`config.mk`:
```
export PLATFORM = sky130hd
export DESIGN_NAME = fractional_value_synth_ctrl
export DESIGN_NICKNAME = d
export VERILOG_FILES = /design/src/fractional_value_pkg.sv /design/src/sd_if.sv /design/src/sd_modulator.sv /design/src/fractional_value_synth_ctrl.sv
export VERILOG_INCLUDE_DIRS = /design/src /design/src/src
export SDC_FILE = /design/constraint.sdc
export NUM_CORES = 1
export LEC_CHECK = 0
export ABC_AREA = 1
export BUFFER_PORTS_ARGS = -buffer_cell sky130_fd_sc_hd__buf_2
export CORE_AREA = 2 2 218 220
export DETAILED_ROUTE_END_ITERATION = 8
export DIE_AREA = 0 0 220 222
export PLACE_DENSITY = 0.71
export RECOVER_POWER = 50
export SYNTH_ARGS = -nofsm -noshare
export SYNTH_HDL_FRONTEND = slang
export SYNTH_SLANG_ARGS = --single-unit
```
`constraint.sdc`:
```
create_clock -name pclk -period 30.7 [get_ports pclk]
set_clock_uncertainty 0.05 [all_clocks]
set_input_delay 4.605 -clock pclk [delete_from_list [all_inputs] [get_ports pclk]]
set_output_delay 4.605 -clock pclk [all_outputs]
set_load 0.01 [all_outputs]
```
`src/fractional_value_cfg.svh`:
```
/*
  Constants of the fractional-N control block: register indices, byte
  offsets, field positions, reset values and fixed codes.
  Assumes the including file is compiled after this header only once.
*/
`ifndef FRACTIONAL_VALUE_CFG_SVH
`define FRACTIONAL_VALUE_CFG_SVH

`define IDX_FREQ        3'd0
`define IDX_PHASE       3'd1
`define IDX_MODR        3'd2
`define IDX_FUNC        3'd3
`define IDX_CDIV        3'd4
`define IDX_STATUS      3'd5
`define REG_COUNT       5

`define OFF_FREQ        8'h00
`define OFF_PHASE       8'h04
`define OFF_MODR        8'h08
`define OFF_FUNC        8'h0c
`define OFF_CDIV        8'h10
`define OFF_STATUS      8'h14

`define FREQ_MUX_HI     30
`define FREQ_MUX_LO     27
`define FREQ_INT_HI     26
`define FREQ_INT_LO     15
`define FREQ_FRACTIONAL_VALUE_HI    14
`define FREQ_FRACTIONAL_VALUE_LO    3
`define PHASE_HI        14
`define PHASE_LO        3
`define MODR_CP_HI      27
`define MODR_CP_LO      24
`define MODR_MOD_HI     14
`define MODR_MOD_LO     3
`define FUNC_DITHER     15
`define FUNC_SDRST      14
`define CDIV_MODE_HI    20
`define CDIV_MODE_LO    19
`define CDIV_TMO_HI     18
`define CDIV_TMO_LO     7

`define ST_WIDE         0
`define ST_RESYNC       1
`define ST_OFS_HI       7
`define ST_OFS_LO       4
`define ST_TMR_HI       27
`define ST_TMR_LO       16

`define RST_FREQ        32'h0000_0000
`define RST_PHASE       32'h0000_0001
`define RST_MODR        32'h0000_0012
`define RST_FUNC        32'h0000_0003
`define RST_CDIV        32'h0000_0004

`define MUX_FASTLOCK    4'hc
`define CDIV_FASTLOCK   2'h1
`define CDIV_RESYNC     2'h2
`define CP_BOOST_SHIFT  4
`define MOD_MIN         12'h002
`define SER_BITS        29
`define PFD_DIV_DEF     4
`define LFSR_SEED       21'h1a_5c3e

`endif

```
`src/fractional_value_pkg.sv`:
```
/*
  Types shared by the fractional-N control block.
  Assumes nothing of its surroundings.
*/
package fractional_value_pkg;

  typedef enum logic [1:0]
  {
    FL_NARROW = 2'b01,
    FL_WIDE   = 2'b10
  } fl_state_type;

  typedef logic [11:0] field12_type;

  typedef logic signed [3:0] sd_offset_type;

endpackage

```
`src/sd_if.sv`:
```
/*
  Carrier between the control block and its sigma-delta modulator.
  Assumes both ends run on pclk.
*/
`timescale 1ns/1ps
interface sd_if;
  fractional_value_pkg::field12_type   modulus;
  fractional_value_pkg::field12_type   fractional_value;
  fractional_value_pkg::field12_type   phase;
  logic                    dither_en;
  logic                    restart;
  logic                    step;
  fractional_value_pkg::sd_offset_type offset;

  modport ctrl
  (
    output modulus, fractional_value, phase, dither_en, restart, step,
    input  offset
  );

  modport fractional_modulus
  (
    input  modulus, fractional_value, phase, dither_en, restart, step,
    output offset
  );
endinterface // sd_if

```
`src/sd_modulator.sv`:
```
/*
  Third-order MASH sigma-delta modulator with programmable modulus.
  Assumes step is a one-cycle pulse at the comparison rate and that the
  fractional value stays below the modulus.
*/
`timescale 1ns/1ps
`include "fractional_value_cfg.svh"
module sd_modulator
(
  input wire logic pclk,
  input wire logic presetn,
  sd_if.fractional_modulus        sd
);

  logic [11:0] acc_q [3];
  logic [11:0] acc_d [3];
  logic [2:0]  car;
  logic        c2_q;
  logic        c3_q;
  logic        c3_qq;
  logic [20:0] lfsr_q;
  logic        dith;

  // Dither enters the last stage, whose carries are differenced twice,
  // so it lengthens the sequence without moving the long-term average.
  assign dith = sd.dither_en & lfsr_q[0]; // see RULE10 see RULE17

  always_comb
  begin
    logic [12:0] sum;
    logic [12:0] inc;
    sum = 13'h0000;
    inc = 13'h0000;
    for (int i = 0; i < 3; i++)
    begin
      if (i == 0)
        inc = {1'b0, sd.fractional_value};
      else if (i == 1)
        inc = {1'b0, acc_d[0]};
      else
        inc = {1'b0, acc_d[1]} + {12'h000, dith};
      sum = {1'b0, acc_q[i]} + inc;
      car[i] = (sum >= {1'b0, sd.modulus}); // see RULE6
      acc_d[i] = car[i] ? 12'(sum - {1'b0, sd.modulus}) : sum[11:0];
    end
  end

  // Accumulators advance once per comparison cycle; a restart reloads the
  // first stage from the phase word and clears the others.
  always_ff @(posedge pclk or negedge presetn)
  begin
    if (!presetn)
    begin
      acc_q[0] <= 12'h000;
      acc_q[1] <= 12'h000;
      acc_q[2] <= 12'h000;
    end
    else if (sd.restart)
    begin
      acc_q[0] <= sd.phase; // see RULE11 see RULE12
      acc_q[1] <= 12'h000;
      acc_q[2] <= 12'h000;
    end
    else if (sd.step)
    begin
      acc_q <= acc_d; // see RULE8
    end
  end

  always_ff @(posedge pclk or negedge presetn)
  begin
    if (!presetn)
    begin
      c2_q  <= 1'b0;
      c3_q  <= 1'b0;
      c3_qq <= 1'b0;
    end
    else if (sd.restart)
    begin
      c2_q  <= 1'b0;
      c3_q  <= 1'b0;
      c3_qq <= 1'b0;
    end
    else if (sd.step)
    begin
      c2_q  <= car[1];
      c3_q  <= car[2];
      c3_qq <= c3_q;
    end
  end

  // A 21-bit maximal-length register sets the dithered repeat length.
  always_ff @(posedge pclk or negedge presetn)
  begin
    if (!presetn)
      lfsr_q <= `LFSR_SEED;
    else if (sd.step)
      lfsr_q <= {lfsr_q[19:0], lfsr_q[20] ^ lfsr_q[18]}; // see RULE10
  end

  // Output offset ranges from -3 to +4 around the integer part.
  assign sd.offset = 4'(signed'({3'b000, car[0]}) + signed'({3'b000, car[1]}) - signed'({3'b000, c2_q})
                   + signed'({3'b000, car[2]}) - signed'({2'b00, c3_q, 1'b0}) + signed'({3'b000, c3_qq}));
  // see RULE6 see RULE9 see RULE17

endmodule // sd_modulator

```
`src/fractional_value_synth_ctrl.sv`:
```
/*
  Digital control of a fractional-N synthesizer: APB register slave,
  three-wire serial loader, comparison-rate enable, sigma-delta
  modulator hookup, fast-lock timer, charge-pump boost and mux pin.
  Assumes pclk is the only clock and the serial pins are asynchronous.
*/
// Function
// RULE1: host loads timeout as duration times comparison rate
// RULE2: fast-lock timing only when divider mode is 01
// RULE3: mux select 1100 routes fast-lock switch to pin
// RULE4: wide mode multiplies charge-pump current by sixteen
// RULE5: fast-lock switch active pulls mux pin to ground
// RULE6: third-order modulator, modulus from 2 to 4095
// RULE7: host keeps modulus at least 50 with dither
// RULE8: modulator advances once per comparison cycle
// RULE9: undithered repeat length follows modulus divisibility
// RULE10: dithered repeat length is two to twenty-first
// RULE11: reset bit 0 restarts modulator on frequency write
// RULE12: phase word is the modulator starting state
// RULE13: frequency write starts timer, boost, switch together
// RULE14: timer expiry restores current and releases switch
// RULE15: divider mode 10 selects phase resync
// RULE16: 29 serial bits latched on load strobe rise
// RULE17: average divide equals integer plus fraction over modulus
// RULE18: timer decrements per comparison cycle, expires at zero
`timescale 1ns/1ps
`include "fractional_value_cfg.svh"
module fractional_value_synth_ctrl
#(
  parameter int unsigned PFD_DIV = `PFD_DIV_DEF
)
(
  input  wire logic        pclk,
  input  wire logic        presetn,
  input  wire logic        psel,
  input  wire logic        penable,
  input  wire logic        pwrite,
  input  wire logic [7:0]  paddr,
  input  wire logic [31:0] pwdata,
  output logic      [31:0] prdata,
  output logic             pready,
  output logic             pslverr,
  input  wire logic        ser_clk,
  input  wire logic        ser_data,
  input  wire logic        load_strobe,
  output logic      [12:0] divide_value,
  output logic      [7:0]  cp_current,
  output logic             mux_output_pin,
  output logic             mux_output_pin_oe_n,
  output logic             resync_enable,
  output logic             fastlock_active
);

  localparam logic [7:0]  DIV_LAST = 8'(PFD_DIV - 1);
  localparam logic [31:0] REG_RST [`REG_COUNT] =
    '{`RST_FREQ, `RST_PHASE, `RST_MODR, `RST_FUNC, `RST_CDIV};

  if (PFD_DIV < 2 || PFD_DIV > 256)
  begin : g_bad_div
    $error("PFD_DIV must lie between 2 and 256");
  end

  logic [7:0]               div_cnt_q;
  logic                     tick_q;
  logic [2:0]               sclk_s_q;
  logic [1:0]               sdat_s_q;
  logic [2:0]               le_s_q;
  logic                     sclk_rise;
  logic                     le_rise;
  logic [`SER_BITS-1:0]     shift_q;
  logic [`SER_BITS-1:0]     ser_word_q;
  logic                     ser_pend_q;
  logic [31:0]              regs_q [`REG_COUNT];
  logic                     acc_phase;
  logic [2:0]               idx;
  logic                     mapped;
  logic                     apb_wr;
  logic                     wr_en;
  logic [2:0]               wr_idx;
  logic [31:0]              wr_data;
  logic                     freq_wr;
  logic [31:0]              rd_val;
  logic [31:0]              prdata_q;
  logic [3:0]               mux_sel;
  logic [11:0]              int_part;
  logic [11:0]              mod_raw;
  logic [3:0]               cp_prog;
  logic [1:0]               cdiv_mode;
  logic [11:0]              tmo;
  logic                     fl_mode;
  fractional_value_pkg::fl_state_type   fl_state_q;
  logic [11:0]              timer_q;
  logic                     wide;
  logic                     wide_next;
  logic [3:0]               mux_sel_next;
  logic [12:0]              divide_value_q;
  logic [7:0]               cp_current_q;
  logic                     mux_oe_n_q;
  logic                     resync_q;

  sd_if sdi ();

  // Comparison-rate enable: one pulse every PFD_DIV cycles of pclk.
  always_ff @(posedge pclk or negedge presetn)
  begin
    if (!presetn)
    begin
      div_cnt_q <= 8'h00;
      tick_q    <= 1'b0;
    end
    else if (div_cnt_q == DIV_LAST)
    begin
      div_cnt_q <= 8'h00;
      tick_q    <= 1'b1;
    end
    else
    begin
      div_cnt_q <= div_cnt_q + 8'h01;
      tick_q    <= 1'b0;
    end
  end

  // Serial pins pass two flip-flops; edges are taken after the second.
  always_ff @(posedge pclk or negedge presetn)
  begin
    if (!presetn)
    begin
      sclk_s_q <= 3'h0;
      sdat_s_q <= 2'h0;
      le_s_q   <= 3'h0;
    end
    else
    begin
      sclk_s_q <= {sclk_s_q[1:0], ser_clk};
      sdat_s_q <= {sdat_s_q[0], ser_data};
      le_s_q   <= {le_s_q[1:0], load_strobe};
    end
  end

  assign sclk_rise = sclk_s_q[1] & ~sclk_s_q[2];
  assign le_rise   = le_s_q[1] & ~le_s_q[2];

  always_ff @(posedge pclk or negedge presetn)
  begin
    if (!presetn)
      shift_q <= '0;
    else if (sclk_rise)
      shift_q <= {shift_q[`SER_BITS-2:0], sdat_s_q[1]}; // see RULE16
  end

  // A loaded word waits here until the register port is free of APB.
  always_ff @(posedge pclk or negedge presetn)
  begin
    if (!presetn)
    begin
      ser_pend_q <= 1'b0;
      ser_word_q <= '0;
    end
    else if (le_rise)
    begin
      ser_pend_q <= 1'b1; // see RULE16
      ser_word_q <= shift_q;
    end
    else if (!apb_wr)
    begin
      ser_pend_q <= 1'b0;
    end
  end

  // APB decode: six aligned words, status read-only.
  assign idx    = paddr[4:2];
  assign mapped = (paddr[7:5] == 3'h0) && (paddr[1:0] == 2'h0) && (idx <= `IDX_STATUS);
  assign apb_wr = psel && penable && pwrite && mapped && (idx != `IDX_STATUS);
  assign pready = 1'b1;
  assign pslverr = psel && penable && !mapped;

  // APB wins the write port; a serial word fills DB[28:0] of its latch.
  always_comb
  begin
    wr_en   = 1'b0;
    wr_idx  = 3'h0;
    wr_data = 32'h0000_0000;
    if (apb_wr)
    begin
      wr_en   = 1'b1;
      wr_idx  = idx;
      wr_data = pwdata;
    end
    else if (ser_pend_q && (ser_word_q[2:0] <= `IDX_CDIV))
    begin
      wr_en   = 1'b1; // see RULE16
      wr_idx  = ser_word_q[2:0];
      wr_data = {regs_q[ser_word_q[2:0]][31:`SER_BITS], ser_word_q};
    end
  end

  for (genvar g = 0; g < `REG_COUNT; g++)
  begin : g_reg
    always_ff @(posedge pclk or negedge presetn)
    begin
      if (!presetn)
        regs_q[g] <= REG_RST[g];
      else if (wr_en && (wr_idx == 3'(g)))
        regs_q[g] <= wr_data;
    end
  end

  assign freq_wr   = wr_en && (wr_idx == `IDX_FREQ);
  assign mux_sel   = regs_q[`IDX_FREQ][`FREQ_MUX_HI:`FREQ_MUX_LO];
  assign int_part  = regs_q[`IDX_FREQ][`FREQ_INT_HI:`FREQ_INT_LO];
  assign mod_raw   = regs_q[`IDX_MODR][`MODR_MOD_HI:`MODR_MOD_LO];
  assign cp_prog   = regs_q[`IDX_MODR][`MODR_CP_HI:`MODR_CP_LO];
  assign cdiv_mode = regs_q[`IDX_CDIV][`CDIV_MODE_HI:`CDIV_MODE_LO];
  assign tmo       = regs_q[`IDX_CDIV][`CDIV_TMO_HI:`CDIV_TMO_LO]; // see RULE1
  assign fl_mode   = (cdiv_mode == `CDIV_FASTLOCK); // see RULE2
  assign acc_phase = !regs_q[`IDX_FUNC][`FUNC_SDRST];

  // Modulator hookup; moduli below 2 are served as 2.
  assign sdi.modulus   = (mod_raw < `MOD_MIN) ? `MOD_MIN : mod_raw; // see RULE6
  assign sdi.fractional_value      = regs_q[`IDX_FREQ][`FREQ_FRACTIONAL_VALUE_HI:`FREQ_FRACTIONAL_VALUE_LO];
  assign sdi.phase     = regs_q[`IDX_PHASE][`PHASE_HI:`PHASE_LO];
  assign sdi.dither_en = regs_q[`IDX_FUNC][`FUNC_DITHER];
  assign sdi.restart   = freq_wr && acc_phase; // see RULE11
  assign sdi.step      = tick_q; // see RULE8

  sd_modulator u_mod
  (
    .pclk    (pclk),
    .presetn (presetn),
    .sd      (sdi.fractional_modulus)
  );

  // Fast-lock timer: a frequency write in fast-lock mode enters wide mode
  // and loads the timeout; a zero timeout never leaves narrow mode.
  always_ff @(posedge pclk or negedge presetn)
  begin
    if (!presetn)
    begin
      fl_state_q <= fractional_value_pkg::FL_NARROW;
      timer_q    <= 12'h000;
    end
    else if (freq_wr && fl_mode && (tmo != 12'h000))
    begin
      fl_state_q <= fractional_value_pkg::FL_WIDE; // see RULE13
      timer_q    <= tmo;
    end
    else
    begin
      case (fl_state_q)
        fractional_value_pkg::FL_NARROW:
        begin
          timer_q <= 12'h000;
        end
        fractional_value_pkg::FL_WIDE:
        begin
          if (!fl_mode)
          begin
            fl_state_q <= fractional_value_pkg::FL_NARROW; // see RULE2
            timer_q    <= 12'h000;
          end
          else if (tick_q)
          begin
            timer_q <= timer_q - 12'h001; // see RULE18
            if (timer_q == 12'h001)
              fl_state_q <= fractional_value_pkg::FL_NARROW; // see RULE14
          end
        end
        default:
        begin
          fl_state_q <= fractional_value_pkg::FL_NARROW;
          timer_q    <= 12'h000;
        end
      endcase
    end
  end

  assign wide = (fl_state_q == fractional_value_pkg::FL_WIDE);

  // Boost and switch follow the state's next value, so they move on the
  // same edge as the timer and the wide flag.
  assign wide_next    = (freq_wr && fl_mode && (tmo != 12'h000))
                     || (wide && fl_mode && !(tick_q && (timer_q == 12'h001)));
  assign mux_sel_next = freq_wr ? wr_data[`FREQ_MUX_HI:`FREQ_MUX_LO] : mux_sel;

  // Charge-pump code: sixteen times the set value while wide.
  always_ff @(posedge pclk or negedge presetn)
  begin
    if (!presetn)
      cp_current_q <= 8'h00;
    else if (wide_next)
      cp_current_q <= {cp_prog, 4'h0}; // see RULE4 see RULE13
    else
      cp_current_q <= {4'h0, cp_prog}; // see RULE14
  end

  // The mux pin is driven low only as the active fast-lock switch;
  // otherwise it is released.
  always_ff @(posedge pclk or negedge presetn)
  begin
    if (!presetn)
      mux_oe_n_q <= 1'b1;
    else
      mux_oe_n_q <= !((mux_sel_next == `MUX_FASTLOCK) && wide_next); // see RULE3 see RULE5
  end

  always_ff @(posedge pclk or negedge presetn)
  begin
    if (!presetn)
      resync_q <= 1'b0;
    else
      resync_q <= (cdiv_mode == `CDIV_RESYNC); // see RULE15
  end

  // Instantaneous divide value: integer part plus modulator offset.
  always_ff @(posedge pclk or negedge presetn)
  begin
    if (!presetn)
      divide_value_q <= 13'h0000;
    else
      divide_value_q <= 13'({1'b0, int_part} + {{9{sdi.offset[3]}}, sdi.offset}); // see RULE17
  end

  // Read mux; data is captured in the setup phase for a zero-wait answer.
  always_comb
  begin
    rd_val = 32'h0000_0000;
    if (mapped)
    begin
      if (idx == `IDX_STATUS)
      begin
        rd_val[`ST_WIDE]              = wide;
        rd_val[`ST_RESYNC]            = resync_q;
        rd_val[`ST_OFS_HI:`ST_OFS_LO] = sdi.offset;
        rd_val[`ST_TMR_HI:`ST_TMR_LO] = timer_q;
      end
      else
      begin
        rd_val = regs_q[idx];
      end
    end
  end

  always_ff @(posedge pclk or negedge presetn)
  begin
    if (!presetn)
      prdata_q <= 32'h0000_0000;
    else if (psel && !penable && !pwrite)
      prdata_q <= rd_val;
  end

  assign prdata              = prdata_q;
  assign divide_value        = divide_value_q;
  assign cp_current          = cp_current_q;
  assign mux_output_pin      = 1'b0;
  assign mux_output_pin_oe_n = mux_oe_n_q;
  assign resync_enable       = resync_q;
  assign fastlock_active     = wide;

endmodule // fractional_value_synth_ctrl

```
==> results of run 1 <==
## placed cells by master, fill, tap and decap left out, types with 4 or more instances in the layout
cell type / netlist / routed
sky130_fd_sc_hd__o211ai_1: 25 / 25
sky130_fd_sc_hd__buf_2: 30 / 48
sky130_fd_sc_hd__clkbuf_16: 0 / 43
sky130_fd_sc_hd__bufinv_16: 0 / 5
sky130_fd_sc_hd__nand3_1: 163 / 163
sky130_fd_sc_hd__nand3b_1: 5 / 5
sky130_fd_sc_hd__ha_1: 82 / 82
sky130_fd_sc_hd__nand2_2: 7 / 9
sky130_fd_sc_hd__o21ai_2: 4 / 4
sky130_fd_sc_hd__o21ai_0: 361 / 361
sky130_fd_sc_hd__a31oi_1: 9 / 9
sky130_fd_sc_hd__o21bai_1: 11 / 11
sky130_fd_sc_hd__clkbuf_1: 75 / 69
sky130_fd_sc_hd__nor3_1: 17 / 17
sky130_fd_sc_hd__o21ai_1: 4 / 4
sky130_fd_sc_hd__nand2_1: 752 / 750
sky130_fd_sc_hd__inv_1: 345 / 346
sky130_fd_sc_hd__buf_4: 3 / 11
sky130_fd_sc_hd__clkinv_2: 0 / 6
sky130_fd_sc_hd__nand4_1: 19 / 19
sky130_fd_sc_hd__dfrtp_1: 345 / 345
sky130_fd_sc_hd__o21a_1: 6 / 6
sky130_fd_sc_hd__nor2_1: 136 / 136
sky130_fd_sc_hd__xnor2_1: 28 / 28
sky130_fd_sc_hd__o22ai_1: 32 / 32
sky130_fd_sc_hd__a21oi_1: 121 / 121
sky130_fd_sc_hd__dfstp_2: 20 / 20
sky130_fd_sc_hd__fa_1: 10 / 10
sky130_fd_sc_hd__clkbuf_8: 0 / 8
sky130_fd_sc_hd__inv_2: 10 / 9
sky130_fd_sc_hd__xor2_1: 50 / 50
## kinds of logic (layout without fill, tap and decap cells)
| kind of cell | Yosys count | after routing |
|---|---|---|
| fa+ha+maj | 92 | 92 |
| buf+inv | 474 | 551 |
| xor+xnor | 78 | 78 |
| simple gates | 1116 | 1116 |
| flops | 365 | 365 |
| compound gates | 586 | 586 |
| other cells | 2 | 4 |
## state kept, by name, summed over array words and instances, names as in the netlist, 2 cells and up
| name | flops |
|---|---|
| cdiv_mode | 2 |
| cp_current | 8 |
| cp_prog | 4 |
| div_cnt_q | 8 |
| divide_value | 13 |
| fl_state_q | 2 |
| int_part | 12 |
| le_s_q | 3 |
| mod_raw | 12 |
| mux_sel | 4 |
| prdata | 32 |
| regs_q | 126 |
| sclk_s_q | 3 |
| sdat_s_q | 2 |
| ser_word_q | 29 |
| shift_q | 29 |
| timer_q | 12 |
| u_mod.acc_q | 36 |
| u_mod.lfsr_q | 21 |
## worst min path at each step
| stage | startpoint | endpoint | cells past startpoint |
|---|---|---|---|
| 3_5_place_dp | sclk_s_q[0] | sclk_s_q[1] | 0 |
| 4_1_cts | sclk_s_q[0] | sclk_s_q[1] | 0 |
| 6_report | sclk_s_q[0] | sclk_s_q[1] | 0 |
| 3_3_place_gp | sdat_s_q[0] | sdat_s_q[1] | 0 |
| 5_1_grt | le_s_q[0] | le_s_q[1] | 0 |
| 2_1_floorplan | le_s_q[0] | le_s_q[1] | 0 |
## critical path: cells and delay by family, from the launching register on
family / cells / cell delay [ps]
simple gates: 37 / 5110
fa+ha+maj: 12 / 4330
xor+xnor: 4 / 840
flops: 1 / 380
compound gates: 7 / 1300
buf+inv: 9 / 540
## final cells by class
class	instances	area, sq um
Fill cell	4498	23300
Timing Repair Buffer	120	552
Inverter	356	1340
Antenna cell	2	5.00
Sequential cell	365	9160
Clock buffer	59	1220
Tap cell	607	759
Multi-Input combinational cell	1874	9680
Clock inverter	16	220
## stage by stage
stage	util [%]	hold slack (ps)	instances	area (sq um)
after detailed placement	46.7	287	3322	21600
after CTS	49.8	307	3397	23000
final	49.6	304	3399	22900
after global routing	49.6	316	3397	22900
after global placement	46.7	287	3322	21600
after floorplan	-	281	2713	20700
## layer usage
metal,part of all wire [%],up-vias,track usage [%]
met3,8.0,112,3.54
li1,-,8855,-
met2,44,712,37.6
met4,3.0,0,7.79
met1,45,8831,37.0
met5,0,-,0
==> reports/metrics.yaml, run 1 <==
layout:
  post_route_cells_drive_above_1_share_pct: 6.52
  final_net_count: 2898
  layout-area-overhead-vs-synth_pct: 10.9
global_route:
  global_route.usage.total_pct: 24.9
  pin_count_of_the_biggest_net_entering_global_routing: 107
  vias_in_the_first_global_route: 17700
  grt.overflow.total: 0
  grt_antenna_before_repair: 2
  grt_pass1_wl_um: 96400
setup_path:
  crit_start: "regs_q[131]"
  worst_r2r_endpoint: "divide_value[10]"
  crit_path_max_fanout: 16
  reg2reg_setup_slack_ps: 17980
  crit_path_top_delay_cell: "sky130_fd_sc_hd__fa_1"
  crit_path_end: "divide_value[10]"
  startpoint_type: "flop"
  crit_arrival_ps: 13110
  worst_path_largest_cell_delay_ps: 530
  critical_path.reg2reg.startpoint: "regs_q[131]"
  endpoint_class_of_the_critical_path: "flop"
  rr_worst_depth: 69
  worst_ep_required_time_ps: 31090
  timing_worst_setup_path_type: "reg -> reg"
  cp_common_cell: "sky130_fd_sc_hd__nand2_1"
cts:
  hold_bufs_inserted_after_cts: 0
  tritoncts: "done"
  cts_repair_resize_count: 0
  cts_root_buffer: "sky130_fd_sc_hd__clkbuf_16"
  numClockSinks: 365
  numCtsBuffers: 41
  worstSkewPairLatency_ps: 570
  ctsHtreeMaxLevel: 2
  clock_transition_time_at_the_flip_flop_clock_pins_of_the_worst_setup_and_hold_paths_ps: 60
  cts.repair_timing.setup_buffer_count: 0
  cts_max_path_buffers: 3
die:
  initial_util_pct: 44.7
  fp.dieArea_sq_um: 48800
  die_y_um: 222
  core_area_sq_um: 46300
  rows: 79
  design.portCount: 107
  die_width_um: 220
synthesis:
  synth_top_family_by_area: "simple AND/OR/NAND/NOR gates"
  post_synth_num_cell_types: 47
  netlist_instances: 2713
  yosys_warnings: 0
  synth_enable_flop_cells: 0
  netlist_area_sq_um: 20700
  synthMuxAreaShare_pct: 0
  synth_async_sr_flop_share_pct: 100
  dominantRegCellSynth: "sky130_fd_sc_hd__dfrtp_1"
  synth_xor_xnor_area_share_pct: 3.30
  synth_simple_gate_area_share_pct: 22.3
  fraction_of_the_mapped_netlist_area_in_compound_gates_pct: 15.3
  synthesis.area_per_instance_sq_um: 7.62
  synth_top_cell_area_share_pct: 41.8
  register_area_share_after_synthesis_pct: 44.3
  synth_largest_area_cell: "sky130_fd_sc_hd__dfrtp_1"
  synthTopCellsByCount: "sky130_fd_sc_hd__nand2_1, sky130_fd_sc_hd__o21ai_0, sky130_fd_sc_hd__dfrtp_1, sky130_fd_sc_hd__inv_1, sky130_fd_sc_hd__nand3_1"
  synth-adder-area-share_pct: 5.93
  synth-seq-cells: 365
  synth_most_common_cell: "sky130_fd_sc_hd__nand2_1"
  synth.top_cells.by_area: "sky130_fd_sc_hd__dfrtp_1, sky130_fd_sc_hd__nand2_1, sky130_fd_sc_hd__o21ai_0"
  synth_fp_nets: 2853
route:
  first_pass_iters: 8
  routed_wirelength_um: 60200
  ant_nets: 0
  detailedRoute.firstIterationViolations: 1999
  via_cell_ratio: 5.45
  detail_route.wl_per_cell_um: 17.7
  drc: 0
  detailroute.via_count: 18500
sta:
  tightestPinTransition_ps: 5480
  setup_violations: 0
  grt_setup_unrepaired: "no"
  slew_headroom_pct: -265
  final.setup.worst_slack_ps: 17980
  period_share_pct: 41.4
  finalSetupTns_ps: 0
  finalCriticalPeriod_ps: 12720
  max_freq_mhz: 78.6
  slew_viol_final: 381
  timing.final.hold_violations: 0
status:
  failed_checks: "max-capacitance violations, max-slew violations"
  status: "finished with violations"
run:
  max-cap-violations: 5
hold_path:
  hold_path_class: "reg -> reg"
place:
  place.detailed.hpwl_um: 43400
  gp_congestion: 0.927
  preCtsSetupSlack_ps: 18130
  port_buffers: 104
Power of run 1 is not shown: default switching activity piles up to over one toggle a cycle in this logic, so the estimate is an artifact.
==> inputs of run 2 (changes only) <==
PLACE_DENSITY = 0.73   (was 0.71)
clock period = 11 ns   (was 30.7 ns; I/O delays follow)
==> reports/metrics.yaml, run 2 (synthesis gave the netlist of run 1 again) <==
setup_path:
  startpoint_type: "flop"
  crit_path_max_fanout: 6  # -10
  crit_arrival_ps: 10660  # -2450 ps
  worst_r2r_endpoint: "divide_value[10]"
  rr_worst_depth: 60  # -13%
  critical_path.reg2reg.startpoint: "mod_raw[2]"
  endpoint_class_of_the_critical_path: "flop"
  crit_path_top_delay_cell: "sky130_fd_sc_hd__nor4_2"
  worst_path_largest_cell_delay_ps: 480  # -50 ps
  worst_ep_required_time_ps: 11430  # -19660 ps
  timing_worst_setup_path_type: "reg -> reg"
  reg2reg_setup_slack_ps: 780  # -17200 ps
  cp_common_cell: "sky130_fd_sc_hd__nand2_1"
hold_path:
  hold_path_class: "reg -> reg"
  hold_path_endpoint: "sclk_s_q[1]"
  hp-start: "sclk_s_q[0]"
  hold-path-cell-count: 0  # unchanged
sta:
  hold_slack_ps: 297  # -6.97 ps
  max_freq_mhz: 97.8  # +24%
  slew_headroom_pct: -354  # -88 points
  setup_violations: 0  # unchanged
  tightestPinTransition_ps: 6810  # +1320 ps
  timing.final.hold_violations: 0  # unchanged
  period_share_pct: 92.9  # +51 points
  slew_viol_final: 211  # -45%
  finalCriticalPeriod_ps: 10220  # -2500 ps
route:
  detailedRoute.firstIterationViolations: 2139  # +7.0%
  drc: 0  # unchanged
  ant_nets: 0  # unchanged
  detail_route.wl_per_cell_um: 18.1  # +2.3%
  first_pass_iters: 8  # unchanged
  routed_wirelength_um: 61900  # +2.7%
  detailroute.via_count: 18700  # +1.1%
  via_cell_ratio: 5.48  # +0.70%
cts:
  numCtsBuffers: 41  # unchanged
  hold_bufs_inserted_after_cts: 0  # unchanged
  clock_transition_time_at_the_flip_flop_clock_pins_of_the_worst_setup_and_hold_paths_ps: 60  # about the same
  tritoncts: "done"
  worstSkewPairLatency_ps: 580  # about the same
  cts_max_path_buffers: 3  # unchanged
  ctsHtreeMaxLevel: 2  # unchanged
  cts_root_buffer: "sky130_fd_sc_hd__clkbuf_16"
  numClockSinks: 365  # unchanged
layout:
  fillCellCount: 4486  # -0.27%
  layout-area-overhead-vs-synth_pct: 12.4
  final_common_cell: "sky130_fd_sc_hd__nand2_1"
  leading_cell_types_in_the_layout_fill_and_taps_excluded: "sky130_fd_sc_hd__nand2_1, sky130_fd_sc_hd__o21ai_0, sky130_fd_sc_hd__dfrtp_1, sky130_fd_sc_hd__inv_1, sky130_fd_sc_hd__nand3_1"
  post_route_cells_drive_above_1_share_pct: 8.45  # +1.9 points
  final_net_count: 2917  # +0.66%
  largest_register_ff_count: 126  # unchanged
  largest-register: "regs_q"
die:
  fp.dieArea_sq_um: 48800  # unchanged
  initial_util_pct: 44.7  # unchanged
  core_area_sq_um: 46300  # unchanged
  rows: 79  # unchanged
  die_y_um: 222  # unchanged
  design.portCount: 107  # unchanged
  die_width_um: 220  # unchanged
global_route:
  global_route.usage.total_pct: 25.4  # +0.46 points
  grt.met2_usage_pct: 37.7  # +0.15 points
  grt_antenna_before_repair: 2  # unchanged
  grt_use_met1_pct: 36.6  # -0.42 points
  vias_in_the_first_global_route: 17800  # +0.75%
  grt-busiest-layer: "met2"
  grt_pass1_wl_um: 97400  # +1.1%
  pin_count_of_the_biggest_net_entering_global_routing: 186  # +74%
  groute.layer.met3.usage_pct: 6.42  # +2.9 points
  grt.overflow.total: 0  # unchanged
place:
  gp_congestion: 0.946  # +2.0%
  port_buffers: 104  # unchanged
  place.detailed.hpwl_um: 44300  # +2.1%
status:
  failed_checks: "max-capacitance violations, max-slew violations"
  status: "finished with violations"
run:
  max-cap-violations: 3  # -2
[run 2: cell count changes in the layout (fill, tap and decap cells not counted), moves of 5 or more]
cell,before,now
sky130_fd_sc_hd__buf_4,11,31
sky130_fd_sc_hd__ha_1,82,71
sky130_fd_sc_hd__nand2_1,750,742
sky130_fd_sc_hd__nand2_2,9,17
sky130_fd_sc_hd__a21oi_1,121,115
sky130_fd_sc_hd__a21oi_2,0,6
sky130_fd_sc_hd__ha_4,0,6
sky130_fd_sc_hd__ha_2,0,5
[run 2: final cells by class]
class	instances	area [sq um]	area share, %
timing repair buffer	139	714	3.08
multi-input combinational	1874	9860	42.4
clock inverter	11	168	0.722
clock buffer	60	1230	5.29
tap	607	759	3.27
antenna	2	5.00	0.0215
inverter	356	1340	5.75
sequential	365	9160	39.4
[run 2: how the worst max path moves through the flow]
stage               depth (start not counted)  slack [ps]                to        start
floorplan                                  75         570  divide_value[10]  regs_q[131]
global placement                           64         280  divide_value[10]   mod_raw[2]
detailed placement                         68         120  divide_value[10]  regs_q[131]
CTS                                        68          50  divide_value[10]  regs_q[131]
global route                               74         -20  divide_value[10]  regs_q[131]
finish                                     60         780  divide_value[10]   mod_raw[2]
[run 2: repair_timing]
action	CTS	global route
endpoints found under the setup margin	0	13
setup buffers	0	5
gates resized for setup	0	44
[run 2: worst max-delay path: cells and delay by family, from the launching register on]
| kind | cells | cell delay, ps |
|---|---|---|
| XOR/XNOR | 4 | 720 |
| AND/OR/NAND/NOR | 29 | 3410 |
| adder cells (fa/ha/maj) | 11 | 3520 |
| AO/OA/AOI/OAI | 9 | 1460 |
| buffers and inverters | 7 | 540 |
| flip-flops | 1 | 450 |
[run 2: metrics by stage]
stage               worst slack [ps]  util [%]  setup TNS, ps  std cells  area, sq um
global route                   -18.4      50.2          -18.4       3412        23200
floorplan                        573         -              0       2713        20700
global placement                 280      46.9              0       3336        21700
detailed placement               120      46.9              0       3336        21700
finish                           779      50.2              0       3414        23200
CTS                             54.9      49.9              0       3407        23100
[run 2: metal layers]
metal,wire length [um],part of all wire (%),vias to the layer above
met4,1530,2.5,0
met5,0,0,-
li1,-,-,8892
met1,27500,44,9002
met2,27000,44,731
met3,5810,9.4,97
Power of run 2 is left out for the same reason.
